==> src/rtl/pgcs_regs.svh <==
/*
   Register offsets, field positions, reset values and timing counts for the power-ok and
   clock-source control bank. Assumes it is included once per compilation unit by bare name.
*/
// What this block does
// RULE1 - Tracking off: internal oscillator, PLL disabled
// RULE2 - Tracking on: PLL runs, external clock auto-used; the code does so only while active_or_standby is high
// RULE3 - Sync clock appearing or vanishing raises interrupt; the code flags it only while the PLL is enabled
// RULE4 - Frequency code n means n+1 MHz, 0x18+ reserved
// RULE5 - Software writes zero to clock control bit five
// RULE6 - Polarity bit sets power-ok active output level
// RULE7 - Drive type: push-pull or open-drain output
// RULE8 - Linear window bit adds overvoltage monitoring
// RULE9 - Converter window bit adds overvoltage monitoring
// RULE10 - Per-source enables include regulators in result
// RULE11 - Thermal gating forces inactive during warning
// RULE12 - Fault gating uses latched faults, not live
// RULE13 - Mode bit selects gated or continuous mode
// RULE14 - Selected regulator dropping power-ok latches fault
// RULE15 - Write-one clears fault only while output valid
// RULE16 - Power-ok active-to-inactive sets sticky interrupt flag
// RULE17 - Live power-ok needs all enabled sources good
`ifndef PGCS_REGS_SVH
`define PGCS_REGS_SVH

// Byte offsets of the registers on the 8-bit address bus.
`define PGCS_OFS_CLK_CTRL   8'h14
`define PGCS_OFS_CFG_A      8'h15
`define PGCS_OFS_CFG_B      8'h16
`define PGCS_OFS_FAULT      8'h17
`define PGCS_OFS_IRQ_STAT   8'h19
`define PGCS_OFS_IRQ_CLR    8'h1A
`define PGCS_OFS_IRQ_EN     8'h1B
`define PGCS_OFS_STATUS     8'h1C

// Clock control fields.
`define PGCS_CLK_TRACK_BIT  6
`define PGCS_CLK_RSVD_BIT   5
`define PGCS_FREQ_MSB       4
`define PGCS_FREQ_MAX       5'h17

// Reset values.
`define PGCS_RST_CLK_CTRL   8'h00
`define PGCS_RST_CFG_A      8'h0F
`define PGCS_RST_CFG_B      8'h00
`define PGCS_RST_FAULT      4'h0
`define PGCS_RST_IRQ        2'h0

// Interrupt bit positions.
`define PGCS_IRQ_PG_DROP    0
`define PGCS_IRQ_SYNC_CHG   1
`define PGCS_IRQ_MSB        1

// Configuration B fields; bits above the top one are reserved and read zero.
`define PGCS_CFGB_THERM_BIT 2
`define PGCS_CFGB_LATCH_BIT 1
`define PGCS_CFGB_MODE_BIT  0
`define PGCS_CFGB_MSB       2

// Sync clock presence timeout in microseconds and the system clock rate in MHz.
`define PGCS_SYNC_TIMEOUT_US 2
`define PGCS_CLK_MHZ         10

`endif

==> src/rtl/pgcs_pkg.sv <==
/*
   Types shared by the power-ok and clock-source control bank.
   Assumes pgcs_regs.svh supplies the numeric constants.
*/
package pgcs_pkg;

   // Power-ok configuration register A as its fields.
   typedef struct packed {
      logic       polarity;        // Active level select.
      logic       drive_type;      // 0 push-pull, 1 open-drain.
      logic       linear_window;   // Linear regulators: add overvoltage check.
      logic       converter_window;// Converters: add overvoltage check.
      logic [3:0] watch;           // {lin1, lin0, conv1, conv0}.
   } pgcs_cfg_a_t;

   // Per-regulator monitor inputs.
   typedef struct packed {
      logic [3:0] under_ok;        // Above undervoltage threshold.
      logic [3:0] over_ok;         // Below overvoltage threshold.
   } pgcs_mon_t;

   // Clock source state machine.
   typedef enum logic [1:0] {
      PGCS_CLK_RC   = 2'b00,
      PGCS_CLK_PLL  = 2'b01,
      PGCS_CLK_EXT  = 2'b10
   } pgcs_clk_state_t;

endpackage

==> src/rtl/pgcs_bank.sv <==
/*
   Power-ok generation, per-regulator fault latching, clock-source selection and the
   register bank, reached over Avalon-MM with waitrequest. Assumes monitor inputs and the
   sync clock input are synchronous to sys_clk and that the master holds a request until
   waitrequest is seen low.
*/
// Added by the designer: register access over Avalon-MM.
`timescale 1ns/1ps
`include "pgcs_regs.svh"

module pgcs_bank
   import pgcs_pkg::*;
#(
   parameter int SYNC_TIMEOUT_CYC = `PGCS_SYNC_TIMEOUT_US * `PGCS_CLK_MHZ
)
(
   input  wire logic        sys_clk,
   input  wire logic        srst,
   // Avalon-MM slave.
   input  wire logic [7:0]  avs_address,
   input  wire logic        avs_read,
   input  wire logic        avs_write,
   input  wire logic [7:0]  avs_writedata,
   output logic [7:0]       avs_readdata,
   output logic             avs_waitrequest,
   // Regulator monitors, thermal warning, sync clock input and active_or_standby.
   input  wire pgcs_mon_t   mon,
   input  wire logic        thermal_warning,
   input  wire logic        sync_clock_input,
   input  wire logic        active_or_standby,
   // Power-ok pin as three signals.
   output logic             power_ok_output,
   output logic             power_ok_oe,
   output logic             power_ok_operating_mode,
   // Clock selection outputs and the interrupt.
   output logic             pll_enable,
   output logic             use_ext_clock,
   output logic [4:0]       ext_clock_freq_code,
   output logic             irq
);

   logic [7:0]      clk_ctrl_q;    // Clock source control register.
   pgcs_cfg_a_t     cfg_a_q;       // Power-ok configuration A.
   logic [7:0]      cfg_b_q;       // Power-ok configuration B.
   logic [3:0]      fault_q;       // Latched per-source fault flags.
   logic [1:0]      irq_stat_q;    // Sticky interrupt status.
   logic [1:0]      irq_en_q;      // Interrupt enables.
   logic            ack_q;         // One-cycle answer pulse.
   logic            pg_active_q;   // Registered logical power-ok.
   logic            pg_active_d;   // Next logical power-ok.
   logic [3:0]      src_ok;        // Each regulator currently valid.
   logic [3:0]      src_bad;       // Enabled and invalid.
   logic            live_ok;       // Live result.
   logic            wr_hit;        // Write accepted this cycle.
   logic            sync_prev_q;   // Last sample of the sync input.
   logic [15:0]     sync_cnt_q;    // Cycles since last sync edge.
   logic            sync_present_q;// External clock seen recently.
   logic            sync_present_d;
   pgcs_clk_state_t clk_state_q;   // Clock source state.

   // Answer one cycle after a request is raised; waitrequest is combinational so reads
   // and writes complete on the second edge.
   // Every access costs exactly one wait cycle. A faster zero-wait answer would need the
   // read mux on the readdata path, which the house rule keeps registered; one cycle of
   // latency is cheap on a configuration bus that is touched only a few times a second.
   // The master must hold address, direction and write data through the wait cycle,
   // because the write is applied only at the edge where waitrequest is seen low.
   // After a completed access ack_q falls again, so a back-to-back request simply waits
   // its own cycle and can never be acknowledged by the tail of the previous one.
   assign avs_waitrequest = (avs_read | avs_write) & ~ack_q;
   assign wr_hit          = avs_write & ack_q;

   // Acknowledge pulse, cleared after each completed access.
   always_ff @(posedge sys_clk)
   begin
      if (srst)
      begin
         ack_q <= 1'b0;
      end
      else
      begin
         ack_q <= (avs_read | avs_write) & ~ack_q;
      end
   end

   // Read data is registered at the acknowledge edge; unmapped offsets read zero.
   // The mux is loaded on the first cycle of a read, so the value is already standing
   // when waitrequest falls and stays put until the next read is taken.
   // The clear register is write-only and so falls into the zero default on a read.
   always_ff @(posedge sys_clk)
   begin
      if (srst)
      begin
         avs_readdata <= 8'h00;
      end
      else if (avs_read & ~ack_q)
      begin
         unique case (avs_address)
            `PGCS_OFS_CLK_CTRL: avs_readdata <= clk_ctrl_q;
            `PGCS_OFS_CFG_A:    avs_readdata <= cfg_a_q;
            `PGCS_OFS_CFG_B:    avs_readdata <= cfg_b_q;
            `PGCS_OFS_FAULT:    avs_readdata <= {4'h0, fault_q};
            `PGCS_OFS_IRQ_STAT: avs_readdata <= {6'h00, irq_stat_q};
            `PGCS_OFS_IRQ_EN:   avs_readdata <= {6'h00, irq_en_q};
            `PGCS_OFS_STATUS:   avs_readdata <= {4'h0, src_ok};
            default:            avs_readdata <= 8'h00;
         endcase
      end
   end

   // Configuration registers. Bit 5 of clock control is forced to zero since
   // software must leave it clear; a reserved frequency code is refused and the old kept.
   always_ff @(posedge sys_clk)
   begin
      if (srst)
      begin
         clk_ctrl_q <= `PGCS_RST_CLK_CTRL;
         cfg_a_q    <= `PGCS_RST_CFG_A;
         cfg_b_q    <= `PGCS_RST_CFG_B;
         irq_en_q   <= `PGCS_RST_IRQ;
      end
      else if (wr_hit)
      begin
         if (avs_address == `PGCS_OFS_CLK_CTRL)
         begin
            clk_ctrl_q[`PGCS_CLK_TRACK_BIT] <= avs_writedata[`PGCS_CLK_TRACK_BIT];
            clk_ctrl_q[`PGCS_CLK_RSVD_BIT]  <= 1'b0; // RULE5
            if (avs_writedata[`PGCS_FREQ_MSB:0] <= `PGCS_FREQ_MAX) // RULE4
            begin
               clk_ctrl_q[`PGCS_FREQ_MSB:0] <= avs_writedata[`PGCS_FREQ_MSB:0];
            end
         end
         if (avs_address == `PGCS_OFS_CFG_A)
         begin
            cfg_a_q <= avs_writedata;
         end
         // Reserved bits of configuration B are kept at zero whatever is written.
         if (avs_address == `PGCS_OFS_CFG_B)
         begin
            cfg_b_q <= {5'h00, avs_writedata[`PGCS_CFGB_MSB:0]};
         end
         // Only the two implemented interrupt enables are stored.
         if (avs_address == `PGCS_OFS_IRQ_EN)
         begin
            irq_en_q <= avs_writedata[`PGCS_IRQ_MSB:0];
         end
      end
   end

   assign ext_clock_freq_code = clk_ctrl_q[`PGCS_FREQ_MSB:0]; // RULE4

   // A source is valid when above its undervoltage threshold and, with the window
   // bit for its kind set, also below its overvoltage threshold.
   always_comb
   begin
      src_ok[3:2] = mon.under_ok[3:2] & (mon.over_ok[3:2] | {2{~cfg_a_q.linear_window}}); // RULE8
      src_ok[1:0] = mon.under_ok[1:0] & (mon.over_ok[1:0] | {2{~cfg_a_q.converter_window}}); // RULE9
      src_bad     = cfg_a_q.watch & ~src_ok; // RULE10
      live_ok     = (src_bad == 4'h0) & ~(cfg_b_q[`PGCS_CFGB_THERM_BIT] & thermal_warning); // RULE11 RULE17
      pg_active_d = cfg_b_q[`PGCS_CFGB_LATCH_BIT] ?
                    ((fault_q == 4'h0) & ~(cfg_b_q[`PGCS_CFGB_THERM_BIT] & thermal_warning)) :
                    live_ok; // RULE12
   end

   // In latched mode power-ok follows the fault flags and not the live monitors, so a
   // short dip that has already recovered keeps the output inactive until software has
   // seen it and cleared the flag. Thermal gating still applies in both modes, since a
   // hot die is a live condition that software cannot acknowledge away.

   // Logical power-ok, registered so the pin comes from a flip-flop.
   always_ff @(posedge sys_clk)
   begin
      if (srst)
      begin
         pg_active_q <= 1'b0;
      end
      else
      begin
         pg_active_q <= pg_active_d;
      end
   end

   // Pin level and enable. Open-drain only drives the low level.
   always_comb
   begin
      power_ok_output = pg_active_q ^ cfg_a_q.polarity; // RULE6
      power_ok_oe     = ~cfg_a_q.drive_type | ~power_ok_output; // RULE7
   end

   // The mode bit is only exported; the gating that it selects lives outside this block.
   assign power_ok_operating_mode = cfg_b_q[`PGCS_CFGB_MODE_BIT]; // RULE13

   // Fault flags: an enabled, invalid source latches; write-one clears only while the
   // source is valid, and a new fault in the same cycle wins.
   // Flags latch from the live monitors in either power-ok mode. A source that stays bad
   // re-sets its flag every cycle, so software cannot hide a standing fault by clearing;
   // the price is that a clear written during a fault is silently lost and must be
   // repeated once the rail has recovered.
   always_ff @(posedge sys_clk)
   begin
      if (srst)
      begin
         fault_q <= `PGCS_RST_FAULT;
      end
      else
      begin
         fault_q <= src_bad | // RULE14
                    (fault_q & ~((wr_hit && avs_address == `PGCS_OFS_FAULT) ?
                                 (avs_writedata[3:0] & src_ok) : 4'h0)); // RULE15
      end
   end

   // Sync clock presence: an edge restarts the timeout; silence past it means gone.
   // The input is sampled by sys_clk, so only sync clocks well below half the system
   // rate are seen edge by edge; a faster clock aliases and may look intermittent.
   // The counter saturates at the timeout so a long silence never wraps back to present.
   always_ff @(posedge sys_clk)
   begin
      if (srst)
      begin
         sync_prev_q    <= 1'b0;
         sync_cnt_q     <= 16'h0000;
         sync_present_q <= 1'b0;
      end
      else
      begin
         sync_prev_q    <= sync_clock_input;
         sync_present_q <= sync_present_d;
         if (sync_clock_input != sync_prev_q)
         begin
            sync_cnt_q <= 16'h0000;
         end
         else if (sync_cnt_q != 16'(SYNC_TIMEOUT_CYC))
         begin
            sync_cnt_q <= sync_cnt_q + 16'h0001;
         end
      end
   end

   assign sync_present_d = (sync_clock_input != sync_prev_q) |
                           (sync_present_q & (sync_cnt_q != 16'(SYNC_TIMEOUT_CYC)));

   // Clock source selection: RC when tracking is off or active_or_standby is low; with tracking on, PLL in standby and active,
   // switching to the external clock whenever it is present.
   // The state follows the presence flag one cycle late, which keeps the switch glitch
   // free: the selection never changes in the same cycle as the flag it is based on.
   always_ff @(posedge sys_clk)
   begin
      if (srst)
      begin
         clk_state_q <= PGCS_CLK_RC;
      end
      else if (!clk_ctrl_q[`PGCS_CLK_TRACK_BIT] || !active_or_standby)
      begin
         clk_state_q <= PGCS_CLK_RC; // RULE1
      end
      else
      begin
         clk_state_q <= sync_present_q ? PGCS_CLK_EXT : PGCS_CLK_PLL; // RULE2
      end
   end

   assign pll_enable    = (clk_state_q != PGCS_CLK_RC);
   assign use_ext_clock = (clk_state_q == PGCS_CLK_EXT);

   // Sticky interrupt status; hardware set wins over a clear in the same cycle.
   // Losing a clear is harmless, since software sees the bit again, while losing a set
   // would hide an event for good. Sync changes only count while the PLL is enabled.
   always_ff @(posedge sys_clk)
   begin
      if (srst)
      begin
         irq_stat_q <= `PGCS_RST_IRQ;
      end
      else
      begin
         irq_stat_q[`PGCS_IRQ_PG_DROP] <= (pg_active_q & ~pg_active_d) | // RULE16
            (irq_stat_q[`PGCS_IRQ_PG_DROP] &
             ~(wr_hit && avs_address == `PGCS_OFS_IRQ_CLR && avs_writedata[`PGCS_IRQ_PG_DROP]));
         irq_stat_q[`PGCS_IRQ_SYNC_CHG] <= (pll_enable & (sync_present_q ^ sync_present_d)) | // RULE3
            (irq_stat_q[`PGCS_IRQ_SYNC_CHG] &
             ~(wr_hit && avs_address == `PGCS_OFS_IRQ_CLR && avs_writedata[`PGCS_IRQ_SYNC_CHG]));
      end
   end

   assign irq = |(irq_stat_q & irq_en_q);

   // Checks on the main relations.
   AST_POL: assert property (@(posedge sys_clk) disable iff (srst)
      1'b1 |-> power_ok_output == (pg_active_q ^ cfg_a_q.polarity)) else $error("polarity wrong"); // RULE6
   AST_OD: assert property (@(posedge sys_clk) disable iff (srst)
      (cfg_a_q.drive_type && power_ok_output) |-> !power_ok_oe) else $error("open drain drove high"); // RULE7
   AST_RC: assert property (@(posedge sys_clk) disable iff (srst)
      !clk_ctrl_q[`PGCS_CLK_TRACK_BIT] |=> !pll_enable) else $error("pll on while off"); // RULE1
   AST_EXT: assert property (@(posedge sys_clk) disable iff (srst)
      (clk_ctrl_q[`PGCS_CLK_TRACK_BIT] && active_or_standby && sync_present_q) |=> use_ext_clock)
      else $error("external clock not used"); // RULE2
   AST_FAULT: assert property (@(posedge sys_clk) disable iff (srst)
      (src_bad != 4'h0) |=> ((fault_q & $past(src_bad)) == $past(src_bad))) else $error("fault lost"); // RULE14
   AST_LATCHGATE: assert property (@(posedge sys_clk) disable iff (srst)
      (cfg_b_q[1] && fault_q != 4'h0) |=> !pg_active_q) else $error("fault gating ignored"); // RULE12
   AST_THERM: assert property (@(posedge sys_clk) disable iff (srst)
      (cfg_b_q[2] && thermal_warning) |=> !pg_active_q) else $error("thermal gating ignored"); // RULE11
   AST_DROP: assert property (@(posedge sys_clk) disable iff (srst)
      $fell(pg_active_q) |-> irq_stat_q[`PGCS_IRQ_PG_DROP]) else $error("drop flag missing"); // RULE16
   AST_RSVD: assert property (@(posedge sys_clk) disable iff (srst)
      1'b1 |-> !clk_ctrl_q[`PGCS_CLK_RSVD_BIT] && clk_ctrl_q[`PGCS_FREQ_MSB:0] <= `PGCS_FREQ_MAX)
      else $error("reserved clock bits"); // RULE4

   // Tracking on in standby or active must run the PLL from the next cycle.
   AST_PLL_ON: assert property (@(posedge sys_clk) disable iff (srst)
      (clk_ctrl_q[`PGCS_CLK_TRACK_BIT] && active_or_standby) |=> pll_enable)
      else $error("pll not enabled"); // RULE2

   // A change of sync presence while the PLL runs must leave the sticky bit set.
   AST_SYNC_IRQ: assert property (@(posedge sys_clk) disable iff (srst)
      (pll_enable && (sync_present_q != sync_present_d)) |=> irq_stat_q[`PGCS_IRQ_SYNC_CHG])
      else $error("sync change flag missing"); // RULE3

   // Live mode: any enabled invalid source forces power-ok inactive next cycle.
   AST_LIVE: assert property (@(posedge sys_clk) disable iff (srst)
      (!cfg_b_q[`PGCS_CFGB_LATCH_BIT] && src_bad != 4'h0) |=> !pg_active_q)
      else $error("live power ok with bad source"); // RULE17

   // A clear written to the fault flags must not clear a flag whose source is invalid.
   AST_CLR_GUARD: assert property (@(posedge sys_clk) disable iff (srst)
      (wr_hit && avs_address == `PGCS_OFS_FAULT) |=>
      ((fault_q & $past(fault_q & ~src_ok)) == $past(fault_q & ~src_ok)))
      else $error("fault cleared while invalid"); // RULE15

   // A request that has not yet been acknowledged must be held off.
   AST_WAIT: assert property (@(posedge sys_clk) disable iff (srst)
      ((avs_read || avs_write) && !ack_q) |-> avs_waitrequest)
      else $error("request answered early");

   COV_DROP: cover property (@(posedge sys_clk) disable iff (srst) $fell(pg_active_q));
   COV_SYNC_GONE: cover property (@(posedge sys_clk) disable iff (srst) $fell(sync_present_q));
   COV_EXT: cover property (@(posedge sys_clk) disable iff (srst) $rose(use_ext_clock));
   COV_CLR: cover property (@(posedge sys_clk) disable iff (srst) $fell(fault_q[0]));

endmodule

==> config.mk <==
export PLATFORM = sky130hd
export DESIGN_NAME = pgcs_bank
export DESIGN_NICKNAME = d
export VERILOG_FILES = /design/src/rtl/pgcs_pkg.sv /design/src/rtl/pgcs_bank.sv
export VERILOG_INCLUDE_DIRS = /design/src /design/src/rtl
export SDC_FILE = /design/constraint.sdc
export NUM_CORES = 1
export LEC_CHECK = 0
export BUFFER_PORTS_ARGS = -buffer_cell sky130_fd_sc_hd__buf_2
export CELL_PAD_IN_SITES_DETAIL_PLACEMENT = 0
export CELL_PAD_IN_SITES_GLOBAL_PLACEMENT = 1
export CORE_MARGIN = 4
export CORE_UTILIZATION = 41
export DETAILED_ROUTE_END_ITERATION = 8
export HOLD_SLACK_MARGIN = 0.05
export MAX_ROUTING_LAYER = met4
export PLACE_DENSITY = 0.84
export REMOVE_ABC_BUFFERS = 1
export SLEW_MARGIN = 20
export SYNTH_ARGS = -nofsm -noshare
export SYNTH_HDL_FRONTEND = slang
export SYNTH_SLANG_ARGS = --single-unit
==> constraint.sdc <==
create_clock -name sys_clk -period 2.8 [get_ports sys_clk]
set_clock_uncertainty 0.05 [all_clocks]
set_input_delay 0.56 -clock sys_clk [delete_from_list [all_inputs] [get_ports sys_clk]]
set_output_delay 0.56 -clock sys_clk [all_outputs]
set_load 0.005 [all_outputs]
# == Yosys cells after proc, flatten, opt, wreduce, memory -nomap -nowiden ==
# Index checks and enable logic that the tools add are counted.
# word_totals
reg_bits,55
latch_bits,0
ram_bits,0
romBits,0
in_bits,31
output_inout_bits,20
n_memories,0
# classes
n_addsub,1
mul,0
div_mod_pow,0
order_cmp,1
eq_ne,11
shift,0
n_mux,4
n_bitwise,38
n_reduce_logical,18
# op_table
cell,count
$eq 8x5->1 const B,8
$pmux 8 s7,1
$add 16x1->16 const B,1
$ne 16x5->1 const B,1
$and 4x4->4,3
$and 1x1->1,11
$not 1->1,9
$logic_not 4->1,2
$not 4->4,2
$reduce_and 2->1,4
$and 2x2->2,3
$reduce_or 2->1,3
$le 5x5->1 const B,1
$or 1x1->1,5
$logic_and 1x1->1,4
$mux 4,1
$or 2x2->2,2
$or 4x4->4,1
$reduce_and 3->1,1
$eq 2x2->1 const B,1
$logic_not 1->1,2
$mux 2,1
$reduce_bool 2->1,1
$xor 1x1->1,2
other kinds (3),3

# == Depth between registers and ports, before layout ==
# Gate-level depths: netlist of run 1.
# logic_depth
word_depth,11
depth_mapped,7
ltp_nobuf,6

# == Worst setup path after synthesis of run 1 ==
# OpenSTA, ideal clock, no wires.
# synth_timing
path_type,input to register
startpoint,input port avs_address[5]
endpoint,register fault_q[2]
arrival_ns,2.123
required_time_ns,2.618
slack_ns,0.495
cell_stages,5
n_path_buf,1
cell_sequence,or4b_4 buf_6 or4_4 o41ai_2 a21oi_1
# synth_via
elab_chain_cells,6
# synth_lines
element,line,source
"start, declared",pgcs_bank.sv:20,"input wire logic [7:0] avs_address,"
$eq 8x5->1,n/a,
$logic_and 1x1->1 (no line),n/a,
$mux 4,pgcs_bank.sv:208,(fault_q & ~((wr_hit && avs_address == `PGCS_OFS_FAULT) ?
$not 4->4,pgcs_bank.sv:208,
$and 4x4->4,pgcs_bank.sv:208,
$or 4x4->4,pgcs_bank.sv:207,fault_q <= src_bad |
"end signal, assigned",pgcs_bank.sv:203,fault_q <= `PGCS_RST_FAULT;
"end signal, assigned",pgcs_bank.sv:207,
"end, declared",pgcs_bank.sv:45,logic [3:0] fault_q;
# Every way passes these cells.
# A chain may end at the register's enable or synchronous reset.

# == Final worst setup path of run 1 ==
# Same ends and word-level chain as after synthesis.

==> results of run 1 <==
[Yosys cell counts (all sizes together) (2+ instances only)]
library cell | n | area, um^2
nor2b | 10 | 62.6
nand2b | 7 | 43.8
buf | 8 | 57.6
a21bo | 2 | 20.0
or4 | 2 | 18.8
nor4b | 2 | 17.5
inv | 14 | 52.6
o31ai | 2 | 15.0
a32oi | 3 | 26.3
and2 | 2 | 12.5
and3 | 3 | 18.8
o41ai | 2 | 25.0
o21ai | 15 | 75.1
and4 | 5 | 43.8
clkbuf | 11 | 41.3
mux2i | 22 | 220
dfxtp | 55 | 1100
o221a | 2 | 22.5
nand3 | 11 | 55.1
a211oi | 2 | 15.0
nor4bb | 2 | 20.0
xor2 | 9 | 78.8
or3 | 5 | 31.3
nand4 | 6 | 37.5
nor2 | 37 | 139
xnor2 | 2 | 17.5
a21oi | 15 | 75.1
nand3b | 4 | 30.0
nand2 | 24 | 90.1
nor4 | 4 | 40.0
ha | 2 | 25.0
nor3 | 5 | 25.0
or2 | 2 | 12.5
mux2 | 2 | 22.5
[cells in the final DEF, fill, tap and decap left out, types with 3 or more instances in the layout]
cell type	n
a21oi_1	15
a32oi_1	3
and3_1	3
and4_1	5
buf_2	50
buf_4	4
clkbuf_8	5
dfxtp_1	55
inv_1	14
mux2i_1	22
nand2_1	24
nand2b_1	7
nand3_1	11
nand3b_1	4
nand4_1	6
nor2_1	37
nor2b_1	10
nor3_1	5
nor4_1	3
o21ai_0	15
or3_1	5
xor2_1	9
[state kept, by name, indices dropped and copies added, names as in the netlist]
name	cells
cfg_b_q	3
ack_q	1
sync_cnt_q	16
avs_readdata	8
pg_active_q	1
sync_present_q	1
clk_ctrl_q	6
irq_en_q	2
clk_state_q	2
irq_stat_q	2
sync_prev_q	1
cfg_a_q	8
fault_q	4
[final timing paths]
path,from,endpoint,slack (ps),cells after the start
max,avs_address[5],fault_q[2]$_SDFF_PP0_,680,5
min,avs_readdata[2]$_SDFFE_PP0P_,avs_readdata[2]$_SDFFE_PP0P_,400,2
max reg2reg,sync_cnt_q[3]$_SDFFE_PP0N_,sync_cnt_q[15]$_SDFFE_PP0N_,1060,4
min reg2reg,avs_readdata[2]$_SDFFE_PP0P_,avs_readdata[2]$_SDFFE_PP0P_,400,2
[stage by stage]
stage                util  worst slack, ps  power [mW]  cell area (um^2)  hold WS, ps
CTS                 0.484              691        1.36              3110          409
floorplan               -              550       0.879              2650          388
global placement    0.471              382       0.943              3030          381
global route        0.484              619        1.42              3110          438
detailed placement  0.471              366       0.944              3030          388
finish              0.484              678        1.35              3110          404
[layer usage]
metal,wire length [um],vias up,GRT usage
met3,407,10,0.0434
li1,-,1199,-
met4,131,0,0.0459
met2,3150,60,0.279
met5,0,-,-
met1,2910,1132,0.211
[report_power, final]
| group | internal [mW] | total (mW) | switching [mW] |
|---|---|---|---|
| Combinational | 0.0498 | 0.126 | 0.0764 |
| Clock | 0.176 | 0.420 | 0.243 |
| Sequential | 0.792 | 0.800 | 0.00843 |
[worst max-delay path, stage by stage]
cell	delay, ps
buf_2	100
or4b_4	610
or4_4	600
o41ai_2	280
a21oi_1	100
[layout make-up]
| class | instances | area (um^2) | share of cell area |
|---|---|---|---|
| well taps | 77 | 96.3 | 0.0310 |
| flip-flops and latches | 55 | 1100 | 0.354 |
| clock inverters | 1 | 5.00 | 0.00161 |
| clock buffers | 7 | 76.3 | 0.0246 |
| multi-input cells | 227 | 1500 | 0.481 |
| repair buffers | 54 | 280 | 0.0902 |
| inverters | 14 | 52.6 | 0.0169 |
[kinds of logic after synthesis]
kind of cell | share of synthesized area
and+or+nand+nor | 0.272
muxes | 0.0965
buffers and inverters | 0.0551
adders and majority gates | 0.00910
AOI/OAI and AO/OA | 0.132
DFF | 0.401
xor gates and xnor gates | 0.0351
==> results.toml, run 1 <==
[clocking]
htreeDepth = 2
clock_latency_ps = 300
cts_num_sinks = 55
postCtsSetupBuffers = 0
cts_buffers = 5
cts_max_path_buffers = 2
cts_root_buffer = "clkbuf_8"
cts_tree = "yes"
holdBufCountCts = 0
cts_resized = 0
path_clk_slew_ps = 90

[placement]
dp_hpwl_um = 4970
place.gp.congestion = 0.973
portBuffers = 50
dp_cells = 427

[die]
die-height_um = 89.9
start_util = 0.428
die_area_um2 = 8080
rows = 29
core_um2 = 6420
pin_count = 51
die_w_um = 89.9

[detailed_routing]
avgViaCountPerCell = 5.52
drc_errors = 0
wl_per_cell_um = 15.2
ant_nets = 0
initialDrtViolationCount = 110
drt-total-wl_um = 6600
first_pass_iters = 4
num_vias = 2401

[setup_path]
start_kind = "input pin"
cp-end-kind = "flop"
worst-setup-path-type = "input pin to flop"
path_max_fanout = 10
critPathArrivalTime_ps = 2260
worstPathRequired_ps = 2940

[sta]
finalHoldViolCount = 0
worstMarginPinSlew_ps = 615
setup_viol = 0
slew_viol_final = 0
fmax_mhz = 471
fin_crit_sh = 0.758
rsz0062_at_grt = "false"
relSlewSlack = 0.590
setup-tns-final_ps = 0
period_needed_ps = 2120

[global_routing]
grt_pass1_vias = 2328
grt_max_degree = 29
overflow = 0
antenna_found_initial = 0
grt_pass1_wl_um = 11200
grt_usage = 0.171

[cells_and_area]
finalNonFillerCells = 435
synthToLayoutAreaGrowth_pct = 13.1
drive_above_1_share = 0.209
fillers = 673
diodes = 0
fin_nets = 390

[synth]
synth_enable_flop_cells = 0
synth_warnings = 0
synth_cell_types = 56
avgSynthCellArea_um2 = 8.73
seq_area_frac_synth = 0.401
netlist_area_um2 = 2750
yosys_most_used_dff = "dfxtp_1"
synthCells = 315
ys_ff_latch = 55
async_flop_share = 0

[pwr]
ir_drop_uv = 201
p_leak_nw = 1.25
power_density_nw_per_um2 = 433

[worst_hold_path]
hold_class = "flop to flop"

[status]
status = "finished clean"

[run]
maxCapViolCount = 0
No activity file was read; power rests on OpenSTA's default activity.
==> run 2, diff against run 1 <==
==> constraint.sdc (replaced) <==
create_clock -name sys_clk -period 1.97 [get_ports sys_clk]
set_clock_uncertainty 0.05 [all_clocks]
set_input_delay 0.394 -clock sys_clk [delete_from_list [all_inputs] [get_ports sys_clk]]
set_output_delay 0.394 -clock sys_clk [all_outputs]
set_load 0.005 [all_outputs]
==> results.toml, run 2 (synthesis gave the netlist of run 1 again) <==
[setup_path]
crit_slowest_cell = "or4_4"
worstPathRequired_ps = 2110
worst-setup-path-type = "input pin to flop"
path_max_fanout = 4
critPathArrivalTime_ps = 2040
path_cells = "buf_2 -> or4b_4 -> or4_4 -> o41ai_2 -> a21oi_1"
start_kind = "input pin"
cp-end-kind = "flop"
crit_path_max_incr_delay_ps = 590

[clocking]
cts_num_sinks = 55
cts_resized = 0
cts_buffers = 5
htreeDepth = 2
holdBufCountCts = 0
cts_tree = "yes"
clock_latency_ps = 310
cts_max_path_buffers = 2
postCtsSetupBuffers = 0
cts_root_buffer = "clkbuf_8"
path_clk_slew_ps = 100

[sta]
worstMarginPinSlew_ps = 511
slew_viol_final = 0
period_needed_ps = 1890
fmax_mhz = 528
setup_viol = 0
fin_crit_sh = 0.962
relSlewSlack = 0.655
rsz0062_at_grt = "false"
setup-tns-final_ps = 0
finalHoldViolCount = 0

[detailed_routing]
drc_errors = 0
ant_nets = 0
first_pass_iters = 4
initialDrtViolationCount = 153
wl_per_cell_um = 15.2
num_vias = 2438
drt-total-wl_um = 6750
avgViaCountPerCell = 5.48

[pwr]
ir_drop_uv = 488
p_leak_nw = 1.32
power_density_nw_per_um2 = 659

[placement]
portBuffers = 50
place.gp.congestion = 0.906
dp_hpwl_um = 5180

[die]
start_util = 0.428
die-height_um = 89.9
die_w_um = 89.9
core_um2 = 6420
pin_count = 51
rows = 29
die_area_um2 = 8080

[global_routing]
grt_usage = 0.176
antenna_found_initial = 0
overflow = 0
grt_pass1_vias = 2396
grt_max_degree = 25
grt_pass1_wl_um = 11600

[cells_and_area]
fin_nets = 400
largest_register_ffs = 16
diodes = 0
synthToLayoutAreaGrowth_pct = 17.7
top_register = "sync_cnt_q"
final_cell_mix = "dfxtp_1, buf_2, nor2_1"
final_common_cell = "dfxtp_1"
drive_above_1_share = 0.236
fillers = 626
reg_top3 = "sync_cnt_q x16, avs_readdata x8, cfg_a_q x8"
fin_util = 0.504

[worst_hold_path]
hold_class = "input pin to flop"

[status]
status = "finished clean"

[run]
maxCapViolCount = 0
## run 2: critical path, delay by kind of cell
family | cells | cell delay, ps
simple gates | 2 | 1150
buf+inv | 1 | 110
compound gates | 2 | 400
## run 2: area by class of cell
cell class	instances	area [um^2]	share of cell area
Multi-Input combinational cell	227	1500	0.462
Tap cell	77	96.3	0.0298
Clock inverter	2	38.8	0.0120
Clock buffer	6	82.6	0.0255
Timing Repair Buffer	64	368	0.114
Inverter	14	52.6	0.0162
Sequential cell	55	1100	0.340
## run 2: path summary, 6_finish.rpt
| check | startpoint | endpoint | slack (ps) | depth (start not counted) |
|---|---|---|---|---|
| hold / removal | avs_writedata[7] | cfg_a_q[7]$_SDFFE_PP0P_ | 270 | 3 |
| setup reg to reg | ack_q$_SDFF_PP0_ | clk_ctrl_q[4]$_SDFFE_PP0P_ | 220 | 3 |
| setup / recovery | avs_address[5] | fault_q[2]$_SDFF_PP0_ | 80 | 5 |
| hold reg to reg | avs_readdata[2]$_SDFFE_PP0P_ | avs_readdata[2]$_SDFFE_PP0P_ | 400 | 2 |
## run 2: where the power goes
part	switching, mW	internal (mW)	total (mW)	leakage, nW
combinational	0.111	0.0825	0.194	0.813
sequential	0.0129	1.13	1.14	0.446
clock	0.381	0.419	0.800	0.0618
## run 2: metrics by stage
stage	total power, mW	setup slack, ps	cells	hold WS, ps	cell area, um^2
6_report	2.13	75.7	445	266	3240
5_1_grt	2.23	9.47	445	272	3240
4_1_cts	2.16	94.2	445	263	3240
3_3_place_gp	1.36	-207	437	380	3110
3_5_place_dp	1.36	-247	437	388	3110
2_1_floorplan	1.25	-114	296	388	2650
## run 2: metal layers
layer	GRT usage	vias up	share of wire	routed length, um
met3	0.0342	14	0.051	346
met5	-	-	0	0
met1	0.219	1124	0.45	3030
met2	0.286	74	0.48	3250
met4	0.0638	0	0.019	131
li1	-	1226	-	-
==> run 3, diff against run 2 <==
--- a/config.mk
+++ b/config.mk
@@ -10,11 +10,11 @@
 export CELL_PAD_IN_SITES_DETAIL_PLACEMENT = 0
 export CELL_PAD_IN_SITES_GLOBAL_PLACEMENT = 1
 export CORE_MARGIN = 4
-export CORE_UTILIZATION = 41
+export CORE_UTILIZATION = 37
 export DETAILED_ROUTE_END_ITERATION = 8
 export HOLD_SLACK_MARGIN = 0.05
 export MAX_ROUTING_LAYER = met4
-export PLACE_DENSITY = 0.84
+export PLACE_DENSITY = 0.8
 export REMOVE_ABC_BUFFERS = 1
 export SLEW_MARGIN = 20
 export SYNTH_ARGS = -nofsm -noshare
==> constraint.sdc (replaced) <==
create_clock -name sys_clk -period 1.7 [get_ports sys_clk]
set_clock_uncertainty 0.05 [all_clocks]
set_input_delay 0.34 -clock sys_clk [delete_from_list [all_inputs] [get_ports sys_clk]]
set_output_delay 0.34 -clock sys_clk [all_outputs]
set_load 0.005 [all_outputs]
==> results.toml, run 3 (synthesis gave the netlist of run 1 again) <==
[setup_path]
start_kind = "input pin"
r2r_start = "ack_q$_SDFF_PP0_"
crit_path_max_incr_delay_ps = 560
crit_start = "avs_address[7]"
reg2reg_depth = 5
path_cells = "buf_6 -> or4b_4 -> buf_6 -> nor4_4 -> buf_12 -> mux2i_1 -> nand2_1"
critPathTopFamily = "simple AND/OR/NAND/NOR gates"
worstPathRequired_ps = 1860
cp_common_cell = "buf_6"
worst-setup-path-type = "input pin to flop"
reg2reg_slack_ps = 70
cp-endpoint = "cfg_a_q[1]$_SDFFE_PP1P_"
r2r-end = "clk_ctrl_q[2]$_SDFFE_PP0P_"
cp-end-kind = "flop"
critPathArrivalTime_ps = 1920
crit_slowest_cell = "or4b_4"
cp.buffers_inverters = 3
path_max_fanout = 8
worstSetupPathDepth = 7

[detailed_routing]
first_pass_iters = 4
ant_nets = 0
initialDrtViolationCount = 91
wl_per_cell_um = 14.4
num_vias = 2449
drt-total-wl_um = 6930
avgViaCountPerCell = 5.09
drc_errors = 0

[global_routing]
antenna_found_initial = 0
overflow = 0
grt_usage = 0.170
grt_max_degree = 24
grt_pass1_wl_um = 11600
grt_pass1_vias = 2400

[sta]
timing.final.ws_setup_ps = -52.5
fmax_mhz = 571
hold_ws_ps = 226
finalHoldViolCount = 0
fin_crit_sh = 1.03
period_needed_ps = 1750
relSlewSlack = 0.765
rsz0062_at_grt = "true"
worstMarginPinSlew_ps = 348
slew_viol_final = 0
setup_viol = 12

[clocking]
cts_tree = "yes"
cts_num_sinks = 55
cts_max_path_buffers = 2
clock_latency_ps = 310
holdBufCountCts = 0
cts_buffers = 5
path_clk_slew_ps = 100
cts_root_buffer = "clkbuf_8"
htreeDepth = 2

[run]
maxCapViolCount = 0

[pwr]
p_leak_nw = 1.40
swShare = 0.225
ir_drop_uv = 435
combPwrFrac = 0.095
clkPwrFrac = 0.396
p_seq_frac = 0.509
power_density_nw_per_um2 = 758
power.switching_mw = 0.581
intPower_mw = 2.01

[cells_and_area]
drive_above_1_share = 0.275
diodes = 0
fin_util = 0.470
largest_register_ffs = 16
fin_nets = 414
regArea_um2 = 1100
multi_input_area_um2 = 1510
final_common_cell = "dfxtp_1"
fillers = 705
top_register = "sync_cnt_q"
reg_top3 = "sync_cnt_q x16, avs_readdata x8, cfg_a_q x8"
synthToLayoutAreaGrowth_pct = 24.1
final_cell_mix = "dfxtp_1, buf_2, nor2_1"

[placement]
portBuffers = 50
pre_cts_slack_ps = -443
place.gp.congestion = 0.928
dp_hpwl_um = 5350

[worst_hold_path]
worstHoldStart = "avs_writedata[7]"
hold_class = "input pin to flop"

[status]
status = "complete, but fails checks"
violations = "negative setup slack"

[die]
rows = 31
pin_count = 51
die_area_um2 = 8870
start_util = 0.379
die-height_um = 94.2
core_um2 = 7250
die_w_um = 94.2
==> run 3: worst register-to-register path: stages, from the launching register on <==
cell and delay [ps]:
dfxtp_1 350, buf_4 140, nor4bb_1 350, nand4_1 350, mux2i_1 240, nor2_1 50
==> run 3: through the flow <==
stage	TNS, ps	area (um^2)	instances	total power [mW]
2_1_floorplan	-4200	2650	296	1.45
3_3_place_gp	-8260	3220	470	1.58
3_5_place_dp	-8070	3220	470	1.58
4_1_cts	-94.0	3390	480	2.60
5_1_grt	-870	3410	481	2.71
6_report	-410	3410	481	2.59
==> run 3: final cells by class <==
type,instances,share of cell area
clock buffers,6,0.0213
clock inverters,2,0.0176
inverters,14,0.0154
multi-input cells,227,0.443
flip-flops and latches,55,0.323
well taps,99,0.0363
repair buffers,78,0.143
==> run 3: power by group through the flow <==
| stage | Combinational (mW) | Clock (mW) | Sequential [mW] |
|---|---|---|---|
| 2_1_floorplan | 0.104 | 0 | 1.34 |
| 3_3_place_gp | 0.238 | 0 | 1.35 |
| 3_5_place_dp | 0.238 | 0 | 1.35 |
| 4_1_cts | 0.243 | 1.04 | 1.32 |
| 5_1_grt | 0.275 | 1.12 | 1.32 |
| 6_report | 0.247 | 1.02 | 1.32 |
==> run 3: repair_timing <==
| item | 4_1_cts | 5_1_grt |
|---|---|---|
| pin swaps | 9 | 7 |
| gates resized for setup | 4 | 6 |
| setup buffers | 2 | 1 |
| endpoints found under the setup margin | 15 | 20 |
==> run 3: worst min-delay path by stage <==
stage                                    to  slack [ps]  depth (start not counted)
2_1_floorplan  avs_readdata[4]$_SDFFE_PP0P_         360                          1
3_3_place_gp   avs_readdata[2]$_SDFFE_PP0P_         380                          2
3_5_place_dp   avs_readdata[3]$_SDFFE_PP0P_         390                          2
4_1_cts             cfg_a_q[7]$_SDFFE_PP0P_         210                          3
5_1_grt             cfg_a_q[7]$_SDFFE_PP0P_         210                          3
6_report            cfg_a_q[7]$_SDFFE_PP0P_         230                          3
==> run 3: per-layer routing <==
metal  vias to the layer above  share of wire  routed length, um  track usage
met3                        19          0.051                356       0.0321
met5                         -              0                  0            -
met1                      1099           0.46               3190        0.212
met4                         0          0.036                250       0.0830
met2                        81           0.45               3140        0.263
li1                       1250              -                  -            -
